**config.mk**
```make
export PLATFORM = sky130hd
export DESIGN_NAME = dtu_trap_ctl
export DESIGN_NICKNAME = d
export VERILOG_FILES = /design/src/verilog/dtu_pkg.sv /design/src/verilog/dtu_char_step.sv /design/src/verilog/dtu_trap_ctl.sv
export SDC_FILE = /design/constraint.sdc
export NUM_CORES = 1
export LEC_CHECK = 0
export BUFFER_PORTS_ARGS = -buffer_cell sky130_fd_sc_hd__buf_2
export CAP_MARGIN = 20
export CORE_ASPECT_RATIO = 0.9
export CORE_MARGIN = 1
export CORE_UTILIZATION = 54
export DETAILED_ROUTE_END_ITERATION = 6
export PLACE_DENSITY = 0.87
export SLEW_MARGIN = 20
export SYNTH_ARGS = -nofsm -noshare
export SYNTH_HDL_FRONTEND = slang
export SYNTH_SLANG_ARGS = --single-unit
```
**constraint.sdc**
```tcl
create_clock -name core_clk -period 2.7 [get_ports core_clk]
set_input_delay 0.27 -clock core_clk [delete_from_list [all_inputs] [get_ports core_clk]]
set_output_delay 0.27 -clock core_clk [all_outputs]
set_load 0.03 [all_outputs]
```
**src/verilog/dtu_pkg.sv**
```systemverilog
/*
 * Package for the decimal unit trap and interrupt controller: register map,
 * field layout of the restart status word, opcode and function codes, states.
 * Assumes a single core clock and an Avalon-MM register port of 32-bit words.
 */
package dtu_pkg;

    // Register byte offsets
    localparam logic [3:0] DTU_OFS_CONTROL = 4'h0;
    localparam logic [3:0] DTU_OFS_RESTART = 4'h4;
    localparam logic [3:0] DTU_OFS_STATUS = 4'h8;
    localparam logic [3:0] DTU_OFS_RECOVERY = 4'hC;

    // Control register fields
    localparam int DTU_CTL_ENABLE_BIT = 0;
    localparam int DTU_CTL_FITTED_BIT = 1;
    localparam logic [1:0] DTU_CTL_RESET = 2'h3;

    // Restart status word layout
    localparam int DTU_RS_WIDTH = 15;
    localparam int DTU_RS_COUNT_W = 12;
    localparam int DTU_RS_PASS2_BIT = 12;
    localparam int DTU_RS_CARRY_BIT = 13;
    localparam int DTU_RS_FAULT_BIT = 14;
    localparam logic [14:0] DTU_RS_RESET = 15'h0000;

    // Decimal group opcodes and function codes
    localparam logic [5:0] DTU_OP_FIRST = 6'h34;
    localparam logic [5:0] DTU_OP_LAST = 6'h38;
    localparam logic [5:0] DTU_OP_66 = 6'h36;
    localparam logic [5:0] DTU_OP_67 = 6'h37;
    localparam logic [5:0] DTU_OP_70 = 6'h38;
    localparam logic [2:0] DTU_FN_ADD = 3'h0;
    localparam logic [2:0] DTU_FN_SUB = 3'h1;
    localparam logic [2:0] DTU_FN_TEST = 3'h4;
    localparam logic [2:0] DTU_FN_LOADREC = 3'h0;
    localparam logic [2:0] DTU_FN_STOREREC = 3'h1;

    // Unit states
    typedef enum logic [1:0] {
        DTU_IDLE = 2'b00,
        DTU_RUN = 2'b01,
        DTU_DONE = 2'b10
    } dtu_state_t;

    localparam logic [31:0] DTU_UNMAPPED_DATA = 32'h00000000;

endpackage

```
**src/verilog/dtu_char_step.sv**
```systemverilog
/*
 * One character step of the decimal unit: counts processed characters,
 * keeps the carry, pass and digit fault flags of the running instruction.
 * Assumes the step strobe comes from main control once per character.
 */
module dtu_char_step
    import dtu_pkg::*;
(
    // Clock and reset
    input wire logic core_clk,
    input wire logic rstn,
    input wire logic clkEn,
    // Control
    input wire logic startLoad,
    input wire logic [14:0] startValue,
    input wire logic charStep,
    input wire logic carryIn,
    input wire logic secondPass,
    input wire logic digitFault,
    // State
    output logic [14:0] stepState
);
    typedef struct packed {
        logic [14:0] st;
    } dtu_step_t;

    dtu_step_t r_q;
    dtu_step_t r_d;

    always_comb begin
        r_d = r_q;
        if (startLoad) begin
            r_d.st = startValue;
        end else if (charStep) begin
            r_d.st[DTU_RS_COUNT_W-1:0] = r_q.st[DTU_RS_COUNT_W-1:0] + 12'h001;
            r_d.st[DTU_RS_CARRY_BIT] = carryIn;
            r_d.st[DTU_RS_PASS2_BIT] = r_q.st[DTU_RS_PASS2_BIT] | secondPass;
            r_d.st[DTU_RS_FAULT_BIT] = r_q.st[DTU_RS_FAULT_BIT] | digitFault;
        end
    end

    always_ff @(posedge core_clk or negedge rstn) begin
        if (!rstn) begin
            r_q <= '0;
        end else if (clkEn) begin
            r_q <= r_d;
        end
    end

    assign stepState = r_q.st;
endmodule // dtu_char_step

```
**src/verilog/dtu_trap_ctl.sv**
```systemverilog
/*
 * Decimal unit trap and interrupt stop controller with Avalon-MM registers.
 * Assumes main control supplies opcode decode, indexing, memory traffic and
 * the per-character strobes; one core clock, inputs synchronous to it.
 */
module dtu_trap_ctl
    import dtu_pkg::*;
(
    // Clock, reset, enable
    input wire logic core_clk,
    input wire logic rstn,
    input wire logic clkEn,
    // Avalon-MM slave
    input wire logic [3:0] avsAddress,
    input wire logic avsRead,
    input wire logic avsWrite,
    input wire logic [31:0] avsWriteData,
    input wire logic [3:0] avsByteEnable,
    output logic [31:0] avsReadData,
    output logic avsWaitRequest,
    // Main control handover
    input wire logic instrStart,
    input wire logic [5:0] instrOpcode,
    input wire logic [2:0] instrFunc,
    input wire logic monitorState,
    input wire logic interruptStop,
    input wire logic illegalWrite,
    // Character step feedback
    input wire logic charStep,
    input wire logic lastChar,
    input wire logic carryOut,
    input wire logic secondPass,
    input wire logic digitFault,
    input wire logic [1:0] fieldSign,
    // Results to main control
    output logic trapReq,
    output logic unitBusy,
    output logic controlReturn,
    output logic interrupted,
    output logic [1:0] conditionCode,
    output logic [14:0] thirdIndexOut
);
    import dtu_pkg::*;

    typedef struct packed {
        dtu_state_t state;
        logic [1:0] ctl;
        logic [14:0] restart;
        logic [14:0] recovery;
        logic stopSeen;
        logic resume;
        logic [5:0] op;
        logic [2:0] fn;
        logic [1:0] cond;
        logic trap;
        logic ret;
        logic intr;
        logic [31:0] rdata;
        logic wait_n;
        logic busy;
        logic waitReq;
    } dtu_regs_t;

    dtu_regs_t r_q;
    dtu_regs_t r_d;
    logic [14:0] stepState;
    logic stepLoad;
    logic [14:0] stepStart;
    logic isGroup;
    logic isRecovery;
    logic unitOn;
    logic restartFresh;
    logic busAccess;
    logic busAnswer;
    logic wrControl;
    logic wrRestartLo;
    logic wrRestartHi;
    logic [1:0] ctlWrite;
    logic [31:0] readWord;
    logic isAddSub;
    logic isSignTest;
    logic isStoreRec;
    logic trapAll;
    logic trapRecovery;
    logic nopRecovery;
    logic stepCarry;
    logic stepGate;

    assign isGroup = (instrOpcode >= DTU_OP_FIRST) && (instrOpcode <= DTU_OP_LAST);
    assign isRecovery = (instrOpcode == DTU_OP_70) &&
        ((instrFunc == DTU_FN_LOADREC) || (instrFunc == DTU_FN_STOREREC));
    assign unitOn = r_q.ctl[DTU_CTL_ENABLE_BIT] & r_q.ctl[DTU_CTL_FITTED_BIT];
    // Functions 66.0/66.1 never resume; 66.4/66.5 only after an illegal write
    assign restartFresh = (instrOpcode == DTU_OP_66) &&
        ((instrFunc == 3'h0) || (instrFunc == 3'h1) ||
         (illegalWrite && ((instrFunc == 3'h4) || (instrFunc == 3'h5))));
    assign stepLoad = (r_q.state == DTU_IDLE) && instrStart && isGroup && unitOn && !isRecovery;
    assign stepStart = (r_q.resume && !restartFresh) ? r_q.recovery : DTU_RS_RESET;
    assign busAccess = (avsRead || avsWrite) && !r_q.wait_n;
    // Writes commit on the answer edge only, so a request dropped early changes nothing
    assign busAnswer = avsWrite && r_q.wait_n;
    assign wrControl = busAnswer && avsByteEnable[0] && (avsAddress == DTU_OFS_CONTROL);
    assign wrRestartLo = busAnswer && avsByteEnable[0] && (avsAddress == DTU_OFS_RESTART);
    assign wrRestartHi = busAnswer && avsByteEnable[1] && (avsAddress == DTU_OFS_RESTART);
    assign ctlWrite = avsWriteData[1:0];
    assign isAddSub = (r_q.op == DTU_OP_67) && ((r_q.fn == DTU_FN_ADD) || (r_q.fn == DTU_FN_SUB));
    assign isSignTest = (r_q.op == DTU_OP_67) && (r_q.fn == DTU_FN_TEST);
    assign isStoreRec = isRecovery && (instrFunc == DTU_FN_STOREREC);
    assign trapAll = !unitOn && !isRecovery;
    assign trapRecovery = !unitOn && isRecovery && !monitorState;
    assign nopRecovery = !unitOn && isRecovery && monitorState;
    // Carry is internal restart state of add and subtract only, never an overflow flag
    assign stepCarry = carryOut && isAddSub;
    assign stepGate = charStep && (r_q.state == DTU_RUN);

    always_comb begin
        unique case (avsAddress)
            DTU_OFS_CONTROL: readWord = {30'h00000000, r_q.ctl};
            DTU_OFS_RESTART: readWord = {17'h00000, r_q.restart};
            DTU_OFS_STATUS: readWord = {26'h0000000, r_q.intr, r_q.resume, r_q.cond, r_q.state};
            DTU_OFS_RECOVERY: readWord = {17'h00000, r_q.recovery};
            default: readWord = DTU_UNMAPPED_DATA;
        endcase
    end

    dtu_char_step u_step (
        .core_clk(core_clk),
        .rstn(rstn),
        .clkEn(clkEn),
        .startLoad(stepLoad),
        .startValue(stepStart),
        .charStep(stepGate),
        .carryIn(stepCarry),
        .secondPass(secondPass),
        .digitFault(digitFault),
        .stepState(stepState)
    );

    always_comb begin
        r_d = r_q;
        r_d.trap = 1'b0;
        r_d.ret = 1'b0;
        r_d.wait_n = 1'b0;
        // Software writes go first so a hardware capture in the same cycle wins
        if (wrControl) begin
            r_d.ctl = ctlWrite;
        end
        if (wrRestartLo) begin
            r_d.restart[7:0] = avsWriteData[7:0];
        end
        if (wrRestartHi) begin
            r_d.restart[14:8] = avsWriteData[14:8];
        end
        unique case (r_q.state)
            DTU_IDLE: begin
                // Stop requests with no instruction running are dropped
                r_d.stopSeen = 1'b0;
                if (instrStart && isGroup) begin
                    if (trapAll || trapRecovery) begin
                        r_d.trap = 1'b1;
                    end else if (isRecovery) begin
                        if (nopRecovery) begin
                            r_d.ret = 1'b1;
                        end else begin
                            if (isStoreRec) begin
                                r_d.restart = r_q.recovery;
                            end else begin
                                r_d.recovery = r_q.restart;
                                r_d.resume = 1'b1;
                            end
                            r_d.ret = 1'b1;
                        end
                    end else begin
                        r_d.cond = 2'h0;
                        r_d.op = instrOpcode;
                        r_d.fn = instrFunc;
                        r_d.intr = 1'b0;
                        r_d.state = DTU_RUN;
                    end
                end
            end
            DTU_RUN: begin
                if (interruptStop) begin
                    r_d.stopSeen = 1'b1;
                end
                // Stop only on a character boundary, never mid-character
                if (charStep) begin
                    if (lastChar) begin
                        if (isSignTest) begin
                            r_d.cond = fieldSign;
                        end
                        r_d.resume = 1'b0;
                        r_d.state = DTU_DONE;
                    end else if (r_q.stopSeen || interruptStop) begin
                        r_d.intr = 1'b1;
                        r_d.state = DTU_DONE;
                    end
                end
            end
            DTU_DONE: begin
                if (r_q.intr) begin
                    r_d.restart = stepState;
                    r_d.recovery = stepState;
                    r_d.resume = 1'b1;
                end
                r_d.stopSeen = 1'b0;
                r_d.ret = 1'b1;
                r_d.state = DTU_IDLE;
            end
            default: begin
                r_d.state = DTU_IDLE;
            end
        endcase

        // Register port: one wait cycle, answered on the second edge
        if (busAccess) begin
            r_d.wait_n = 1'b1;
            if (avsRead) begin
                r_d.rdata = readWord;
            end
        end
        // Busy and waitrequest are registered so the outputs come straight from flops
        r_d.busy = (r_d.state != DTU_IDLE);
        r_d.waitReq = !r_d.wait_n;
    end

    always_ff @(posedge core_clk or negedge rstn) begin
        if (!rstn) begin
            r_q <= '0;
            r_q.ctl <= DTU_CTL_RESET;
            r_q.state <= DTU_IDLE;
            r_q.waitReq <= 1'b1;
        end else if (clkEn) begin
            r_q <= r_d;
        end
    end

    assign avsReadData = r_q.rdata;
    assign avsWaitRequest = r_q.waitReq;
    assign trapReq = r_q.trap;
    assign unitBusy = r_q.busy;
    assign controlReturn = r_q.ret;
    assign interrupted = r_q.intr;
    assign conditionCode = r_q.cond;
    assign thirdIndexOut = r_q.restart;
endmodule // dtu_trap_ctl

```
Word level (Yosys, flattened, before mapping)
Index checks and enable logic that the tools add are counted.
{"block": "classes", "n_addsub": 1, "order_cmp": 2, "n_eq_ne": 26, "muxes": 47, "n_bitwise": 5, "reduce_logical": 57}
{"op": "30-bit two-way mux", "n": 5}
{"op": "15-bit two-way mux", "n": 6}
{"op": "15-bit one-hot mux with 4 select lines", "n": 1}
{"op": "30-bit one-hot mux with 2 select lines", "n": 1}
{"op": "1-bit logical AND", "n": 26}
{"op": "8-bit AND reduction", "n": 3}
{"op": "2-bit inequality test (second input constant)", "n": 11}
{"op": "2-bit two-way mux", "n": 10}
{"op": "6-bit equality test (second input constant)", "n": 3}
{"op": "1-bit two-way mux", "n": 15}
{"op": "12-bit by 1-bit adder with 12-bit output (second input constant)", "n": 1}
{"op": "12-bit two-way mux", "n": 1}
{"op": "11-bit two-way mux", "n": 1}
{"op": "10-bit AND reduction", "n": 1}
{"op": "3-bit equality test (second input constant)", "n": 3}
{"op": "4-bit equality test (second input constant)", "n": 2}
{"op": "8-bit two-way mux", "n": 1}
{"op": "2-bit one-hot mux with 2 select lines", "n": 2}
{"op": "2-bit nonzero test", "n": 4}
{"op": "1-bit logical OR", "n": 7}
{"op": "7-bit two-way mux", "n": 1}
{"op": "3-bit by 1-bit equality test with 1-bit output (second input constant)", "n": 2}
{"op": "6-bit greater-or-equal comparator (second input constant)", "n": 1}
{"op": "6-bit <= comparator (second input constant)", "n": 1}
{"op": "other kinds (17)", "n": 29}
{"block": "totals", "reg_bits": 83, "input_bits": 65, "output_inout_bits": 54, "word_cells": 155}

Depth between registers and ports, before layout
Gate-level depths: netlist (run 1).
{"block": "logic_depth", "ltp_word": 10, "ltp_mapped": 9, "ltp_nobuf": 7}

Cells and area by module
Synthesis (run 1) repeated with hierarchy kept, for this count alone.
{"block": "hier_totals", "hier_cells": 531, "hier_area_um2": 5021.1}
{"mod": "dtu_trap_ctl", "instances": 1, "cells_per_inst": 427, "area_each_um2": 4132.7, "seq_area_each_um2": 1705.4}
{"mod": "dtu_char_step", "instances": 1, "cells_per_inst": 104, "area_each_um2": 888.4, "seq_area_each_um2": 375.4}

Least setup slack after synthesis (run 1)
OpenSTA, ideal clock, no wires.
{"block": "synth_path", "path_kind": "register to register", "from": "register r_q[84] in the netlist's numbering", "to": "register u_step.r_q (netlist bit u_step.stepState[1])", "setup_ps": 126, "arrival_time_ps": 1948, "setup_slack_ps": 627, "stages_incl_launch_ff": 10, "n_path_buf": 2, "synth_period_minus_slack_ps": 2073, "path_cell_list": "dfrtp_1 > inv_1 > ha_1 > clkbuf_1 > and2_1 > o211ai_1 > o21a_1 > clkbuf_1 > a221oi_1 > nor2_1"}
{"block": "synth_between", "elab_chain_cells": 7, "word_cells_on_any_way": 10}
{"item": "start: declaration", "line_no": "dtu_trap_ctl.sv:64", "source": "dtu_regs_t r_q;"}
{"item": "start signal: assignment", "line_no": "dtu_trap_ctl.sv:234", "source": "r_q <= r_d;"}
{"item": "2-bit zero test", "line_no": "dtu_trap_ctl.sv:97", "source": "assign stepLoad = (r_q.state == DTU_IDLE) && instrStart && isGroup && unitOn && !isRecovery;"}
{"item": "1-bit logical AND (4 in a row)", "line_no": "dtu_trap_ctl.sv:97"}
{"item": "2-bit nonzero test (no source line)"}
{"item": "2-bit AND reduction (no source line)"}
{"item": "end signal: assignment", "line_no": "dtu_char_step.sv:46", "source": "r_q <= r_d;"}
{"item": "end: declaration", "line_no": "dtu_char_step.sv:27", "source": "dtu_step_t r_q;"}
Several ways; a longest one is shown, not always the timed one.
A chain may end at the register's enable or synchronous reset.

Worst setup path in the final report (run 1)
{"block": "layout_path", "from": "register r_q[84] in the netlist's numbering", "to": "register r_q (netlist bit thirdIndexOut[2])"}
{"block": "layout_between", "elab_chain_cells": 2, "word_cells_on_any_way": 3}
{"item": "2-bit equality test / 2-bit zero test (equally long branches)", "line_no": "dtu_trap_ctl.sv:154", "source": "unique case (r_q.state)"}
{"item": "30-bit one-hot mux with 2 select lines (*)", "line_no": "dtu_trap_ctl.sv:154"}
Mark *: on every way between the ends. The rest lies on a longest branch, timed or not.

==> metrics, run 1 <==
result of the run=finished, violations left; failing checks=negative hold slack; Worst R2R Path Depth=7; total inserted antenna cells=0; initial antenna violation count=1; pre-CTS setup slack=around 200 ps; Lkg Pwr=0.00236 uW; Die ar.=around 9400 sq um; clock root cell=clkbuf_8; placed cell areas=between 5000 and 6000 sq um; final worst path period need=2550 ps; max-slew violations=0; Wirelength per Cell=around 18 um; final worst slack=between 100 and 150 ps; final setup TNS=0 ps; CP startpoint kind=flop; Hold-fix buffers, CTS=0; largest net degree at the start of global routing=84; Area Overhead vs Synth=10.3%; Design Area, Final=between 5000 and 6000 sq um; final net count=646; Clock Skews=between 10 and 15 ps; layout cells sized above 1=about 23%; Antenna Nets Post-Route=0; H-tree depth=3; Netlist cell types=58; CTS tree=built; Data required, critical path=between 2000 and 3000 ps; Max Fanout on Critical Path=11; f_max=392 MHz; CP Capture Type=flop; max cap viols=0; Die Span X=approximately 100 um; cell breakdown of the critical path=inv_1, ha_1, nand4_1, nor4_4, and2b_1, o21ai_1, a221o_1; Final Hold Violating Endpoints=between 70 and 80; maximum VDD drop=roughly 0.00048 V; ys async rst share=100%; Row Count=32; Worst-Skew Late Latency=approximately 360 ps; Routed WL=about 13,000 um; total track usage=between 20% and 30%; Clk pin slew, worst setup/hold paths=90 ps; Post-synth EDFFs=0; Worst EP arrival=~2800 ps; Period Utilization, post-route=around 95%; starting density of the core=56.3%; worst rel slew slack=39.6%; setup repair bufs after CTS=0; CP max stage cell=dfrtp_1; core area=about 8600 sq um; WS Path Type=reg -> reg; Max Buffers Root-to-Sink=2; area of the mapped netlist=4870 sq um; DRT iter0 DRCs=about 370; I/O pin count=approximately 120; first-pass GRT wire length=20,600 um; CTS Buf Count=9; routed vias/inst=just over 6; final hold slack=-54.9 ps; Synth Warn #=0; Die Y=92.1 um; Post-synth top flop=dfrtp_1; # DRC=0; FF+latch count, synth=slightly above 80; routability cong.=roughly 0.91; max incr delay on CP=roughly 440 ps; clock sink total=83; Port Buf Inserts=82; gr ovfl total=0; pwr dens=695 nW/um^2; Avg Cell Area, Syn=approximately 9.2 sq um; dpl hpwl=between 9000 and 10,000 um; drt first pass iters=5; Mapped Cells=approximately 530; min-delay worst type=in -> async; # setup viols final=0; Vias=4,326; vias in the first global route=around 4,100; post-synthesis sequential area ratio=between 40% and 50%; Slew @ Worst Pin=901 ps; RSZ-0062 raised after global routing=false
==> worst max-delay path, delay by kind of cell, from the launching register on <==
family	cells	cell delay, ps
AOI/OAI and AO/OA	2	730
and+or+nand+nor	3	690
DFF	1	440
adders and majority gates	1	420
buffers and inverters	1	150
==> sequential cells by signal, indices dropped and copies added, names as in the netlist <==
signal	cells
trapReq	1
thirdIndexOut	15
avsReadData	15
u_step.stepState	15
conditionCode	2
avsWaitRequest	1
unitBusy	1
r_q	31
interrupted	1
controlReturn	1
==> final timing paths <==
| path | startpoint | to | slack (ps) |
|---|---|---|---|
| min | rstn | conditionCode[0] | -50 |
| max | r_q[84] | thirdIndexOut[2] | 150 |
| max in group asynchronous | rstn | thirdIndexOut[4] | 2230 |
| max reg2reg | r_q[84] | thirdIndexOut[2] | 150 |
| min reg2reg | r_q[41] | r_q[41] | 460 |
| min in group core_clk | avsWriteData[8] | thirdIndexOut[8] | 130 |
==> cell usage in the layout, fill, tap and decap left out, types with 3 or more instances in the layout <==
cell type and instances:
conb_1 17, a21oi_1 21, nand4b_1 3, nand3_1 14
buf_4 14, nand2_1 82, a31oi_1 6, o21ai_1 3
o32a_1 4, inv_1 13, buf_2 81, nand2b_1 4
a32oi_1 3, o21a_1 4, and2_1 3, nand4_1 10
bufinv_16 3, a22oi_1 35, a221o_1 15, clkbuf_8 9
nor2b_1 14, o211ai_1 3, dfstp_2 3, a21boi_0 10
ha_1 5, a2bb2oi_1 4, mux2_2 6, nor3_1 7
and3_1 8, o21ai_0 40, nor2_1 17, dfrtp_1 80
==> logic make-up (layout without fill, tap and decap cells) <==
logic type | after synthesis | in the layout | synth area share (%)
simple gates | 178 | 178 | 18.8
mux | 9 | 9 | 2.52
compound gates | 164 | 164 | 23.4
buf+inv | 92 | 125 | 11.3
fa+ha+maj | 5 | 5 | 1.28
flops | 83 | 83 | 42.7
other cells | 1 | 17 | 0.0770
==> cell usage after synthesis, drive strengths merged (2+ instances only) <==
master	count	share of area [%]
a21oi	21	2.2
nor4	2	0.87
mux2	6	1.4
nor2	17	1.3
nand3	14	1.4
nand2b	4	0.51
buf	55	8.4
nand2	82	6.3
or4b	2	0.49
inv	13	1.0
a21boi	10	1.5
clkbuf	24	1.8
dfrtp	80	41
o21a	4	0.62
nor4b	3	0.54
a32oi	3	0.54
o22a	2	0.36
a22oi	35	5.4
and2	3	0.39
nor2b	14	1.8
a22o	2	0.36
nor3b	3	0.56
mux4	2	0.92
ha	5	1.3
a2bb2oi	4	0.72
o311ai	2	0.36
a221o	15	3.1
dfstp	3	1.6
nand4	10	1.3
o211ai	3	0.46
nor3	8	0.82
nand4b	3	0.54
o21ai	43	4.4
o32a	4	0.82
and3	8	1.0
a31oi	6	0.77
==> layout make-up <==
| cell class | instances | area, sq um |
|---|---|---|
| multi-input cells | 373 | 2320 |
| clock buffers | 9 | 124 |
| repair buffers | 96 | 522 |
| fillers | 756 | 3270 |
| well taps | 119 | 149 |
| inverters | 13 | 48.8 |
| flip-flops and latches | 83 | 2080 |
| clock inverters | 7 | 130 |
==> through the flow <==
step | power (uW) | util [%] | hold WS (ps) | cells
floorplan | 2390 | - | -25.6 | 548
global placement | 2570 | 59.1 | 448 | 684
detailed placement | 2600 | 59.1 | 447 | 684
CTS | 3740 | 62.1 | 125 | 700
global route | 3890 | 62.2 | 8.95 | 700
finish | 3740 | 62.2 | -54.9 | 700
==> timing repair <==
action                     CTS  global route
gates resized for setup      0             1
hold endpoints to repair     0             0
setup endpoints to repair    0             7
==> layer usage <==
| metal | global-route usage [%] | routed length [um] | up-vias |
|---|---|---|---|
| li1 | - | - | 1969 |
| met1 | 39.2 | 5490 | 2074 |
| met2 | 43.6 | 5980 | 238 |
| met3 | 5.95 | 1040 | 45 |
| met4 | 13.5 | 431 | 0 |
| met5 | 0 | 0 | - |
==> report_power, final <==
| group | leakage (uW) | switching [uW] | internal (uW) |
|---|---|---|---|
| logic | 0.00113 | 650 | 341 |
| clock network | 0.000128 | 500 | 634 |
| registers | 0.00110 | 201 | 1410 |
| total | 0.00236 | 1350 | 2390 |
No activity file was read; power rests on OpenSTA's default activity.
==> inputs of run 2 (changes only) <==
PLACE_DENSITY = 0.86   (was 0.87)
SYNTH_HIERARCHICAL = 1   (was not set)
==> run 2 against run 1 <==
Compared with the run above: global-route usage down 3.6 points; critical path depth decreased by 1; the flow finishes with violations (design-rule violations, negative hold slack); clock skew fell by 4.0 ps; critical endpoint is now u_step/stepState[4]; via count down 0.53%; core utilization shrank 3.0 points; die area is 3.0% higher; sequential cell count did not move; critical path type unchanged; design area about the same; synthesized area up 3.1%; clock power fell by 28%; routed wire length down 7.5%; final cell count decreased by 0.57%.
==> metrics, run 2 <==
Worst path most repeated cell=inv_1; max-slew violations=0 (unchanged); FF+latch count, synth=83 (unchanged); Clk pin slew, worst setup/hold paths=90 ps (about the same); Reg area=2080 sq um (unchanged); fin util=59.1% (-3.0 points); core area=9080 sq um (+5.0%); failing checks=design-rule violations, negative hold slack; I/O pin count=119 (unchanged); final net count=639 (-1.1%); share of the synthesized area in the top cell type=39.9% (-1.2 points); Die Span X=104 um (+1.5%); vias in the first global route=3,831 (-7.1%); Antenna Nets Post-Route=0 (unchanged); starting density of the core=55.3% (-1.1 points); Max Fanout on Critical Path=14 (+3); setup repair bufs after CTS=0 (unchanged); Hold-fix buffers, CTS=0 (unchanged); Lkg Pwr=0.00257 uW (+9.0%); Area Overhead vs Synth=6.95%; Max Buffers Root-to-Sink=2 (unchanged); CTS Buf Count=9 (unchanged); clock root cell=clkbuf_8; top post-synthesis cells by area=dfrtp_1 40%, buf_4 7.8%, a221o_1 5.2%; clock sink total=83 (unchanged); f_max=402 MHz (+2.7%); total inserted antenna cells=0 (unchanged); Layout fillers=754 (-0.26%); Final Hold Violating Endpoints=80 (+8.1%); Clock Skews=8.22 ps (-4.03 ps); CTS tree=built; Slew @ Worst Pin=968 ps (+67.7 ps); Synth Warn #=6 (+6); # setup viols final=0 (unchanged); Data required, critical path=2930 ps (about the same); WS Path Type=reg -> reg; dpl hpwl=8630 um (-6.3%); number of flip-flops in the largest register=31 (unchanged); RSZ-0062 raised after global routing=false; Mapped Cells=531 (-0.19%); Period Utilization, post-route=92.1% (-2.5 points); area of the multi-input gates=2460 sq um (+5.8%); Worst-Skew Late Latency=350 ps (about the same); Post-synth top flop=dfrtp_1; DRT iter0 DRCs=430 (+17%); layout cells sized above 1=24.2% (+1.7 points); post-synthesis sequential area ratio=41.4% (-1.3 points); # DRC=4 (+4); Avg Cell Area, Syn=9.46 sq um (+3.3%); Die ar.=9690 sq um (+3.0%); Buf+Inv Stages, Crit Path=2 (+1); commonest non-fill, non-tap cell in the layout=buf_2; worst rel slew slack=35.1% (-4.5 points); Netlist cell types=60 (+3.4%); area leader, netlist=dfrtp_1; leading cell types by count after synthesis=80 x dfrtp_1, 65 x nand2_1, 52 x buf_4, 40 x o21ai_0, 28 x a22oi_1; gr ovfl total=0 (unchanged); Die Y=93.5 um (+1.5%); drt first pass iters=7 (+2); maximum VDD drop=0.000195 V (-59%); CP max stage cell=and4_1; final worst path period need=2490 ps (-67.3 ps); Port Buf Inserts=82 (unchanged); Post-synth EDFFs=0 (unchanged); largest net degree at the start of global routing=84 (unchanged); post-CTS resize count=0 (unchanged); CP startpoint kind=flop; pwr dens=451 nW/um^2 (-35%); result of the run=finished, violations left; Worst EP arrival=2720 ps (-70 ps); Vias=4,303 (-0.53%); area of the mapped netlist=5020 sq um (+3.1%); ys async rst share=100% (unchanged); final hold slack=-61.9 ps (-7.04 ps); cell breakdown of the critical path=inv_1, ha_1, and4_1, inv_1, mux2i_1, a21oi_1; first-pass GRT wire length=19,400 um (-6.0%); top-count cell post-synth=dfrtp_1; routability cong.=0.869 (-4.8%); total track usage=25.2% (-3.6 points); H-tree depth=3 (unchanged); final setup TNS=0 ps (unchanged); max incr delay on CP=590 ps (+150 ps); routed vias/inst=6.18 (about the same); delay-heaviest family, CP=simple AND/OR/NAND/NOR gates; max cap viols=0 (unchanged); Routed WL=12,000 um (-7.5%); Top reg by flops=r_q; Wirelength per Cell=17.2 um (-6.9%); CP Capture Type=flop; min-delay worst type=in -> async; initial antenna violation count=0 (-1); most frequent cells in the layout=81 x buf_2, 80 x dfrtp_1, 65 x nand2_1; Row Count=33 (+3.1%)
==> run 2: cell types whose count changed in the layout (fill, tap and decap cells not counted), sizes merged, moves of 10 or more <==
cell | previous run | this run
and2 | 3 | 21
and3 | 8 | 24
nand2 | 82 | 66
mux2i | 1 | 13
a221o | 15 | 26
a21boi | 10 | 0
==> run 2: cell type report <==
class | count | share of cell area [%]
Tap cell | 122 | 2.84
Inverter | 10 | 0.699
Clock inverter | 7 | 0.932
Timing Repair Buffer | 89 | 8.74
Sequential cell | 83 | 38.7
Multi-Input combinational cell | 376 | 45.7
Clock buffer | 9 | 2.31
==> run 2: logic make-up (layout without fill, tap and decap cells) <==
kind of cell / Yosys count / count (layout) / share of synthesized area (%)
compound gates: 145 / 145 / 20.0
mux: 28 / 28 / 6.18
other cells: 1 / 17 / 0.0747
fa+ha+maj: 5 / 5 / 1.25
flops: 83 / 83 / 41.4
simple gates: 181 / 181 / 20.2
buf+inv: 88 / 115 / 10.8
==> run 2: path summary, 6_finish.rpt <==
kind | startpoint | endpoint | slack [ps] | cells past startpoint
setup / recovery | r_q[84] | u_step/stepState[4] | 210 | 6
hold / removal | rstn | interrupted | -60 | 1
setup reg to reg | r_q[84] | u_step/stepState[4] | 210 | 6
hold reg to reg | r_q[47] | r_q[47] | 480 | 1
max in group asynchronous | rstn | u_step/stepState[8] | 2260 | 1
min in group core_clk | instrOpcode[3] | r_q[45] | 160 | 2
==> run 2: metrics by stage <==
step / instance area (sq um) / setup slack (ps) / total power, uW / instances / hold WS [ps]
after floorplan: 5080 / 831 / 1550 / 547 / -25.6
after global placement: 5190 / 404 / 1620 / 680 / 452
after detailed placement: 5190 / 343 / 1630 / 680 / 453
after CTS: 5370 / 325 / 2430 / 696 / 125
after global routing: 5370 / 71.2 / 2520 / 696 / 12.3
final: 5370 / 214 / 2420 / 696 / -61.9
==> run 2: worst reg2reg max path, cell delays in order, from the launching register on <==
cell and delay (ps):
dfrtp_1 440, inv_1 150, ha_1 410, and4_1 590, inv_1 390, mux2i_1 290, a21oi_1 100
==> run 2: routing by layer <==
metal	part of all wire, %	up-vias	track usage (%)
met1	43	2093	34.5
met4	1.7	0	8.70
met3	8.0	20	4.04
met5	0	-	0
met2	47	219	40.8
li1	-	1971	-
==> run 2: report_power, final <==
group          total [uW]  internal, uW  switching (uW)
Sequential           1310          1280            35.9
Combinational         291          89.6             201
Clock                 814           341             473
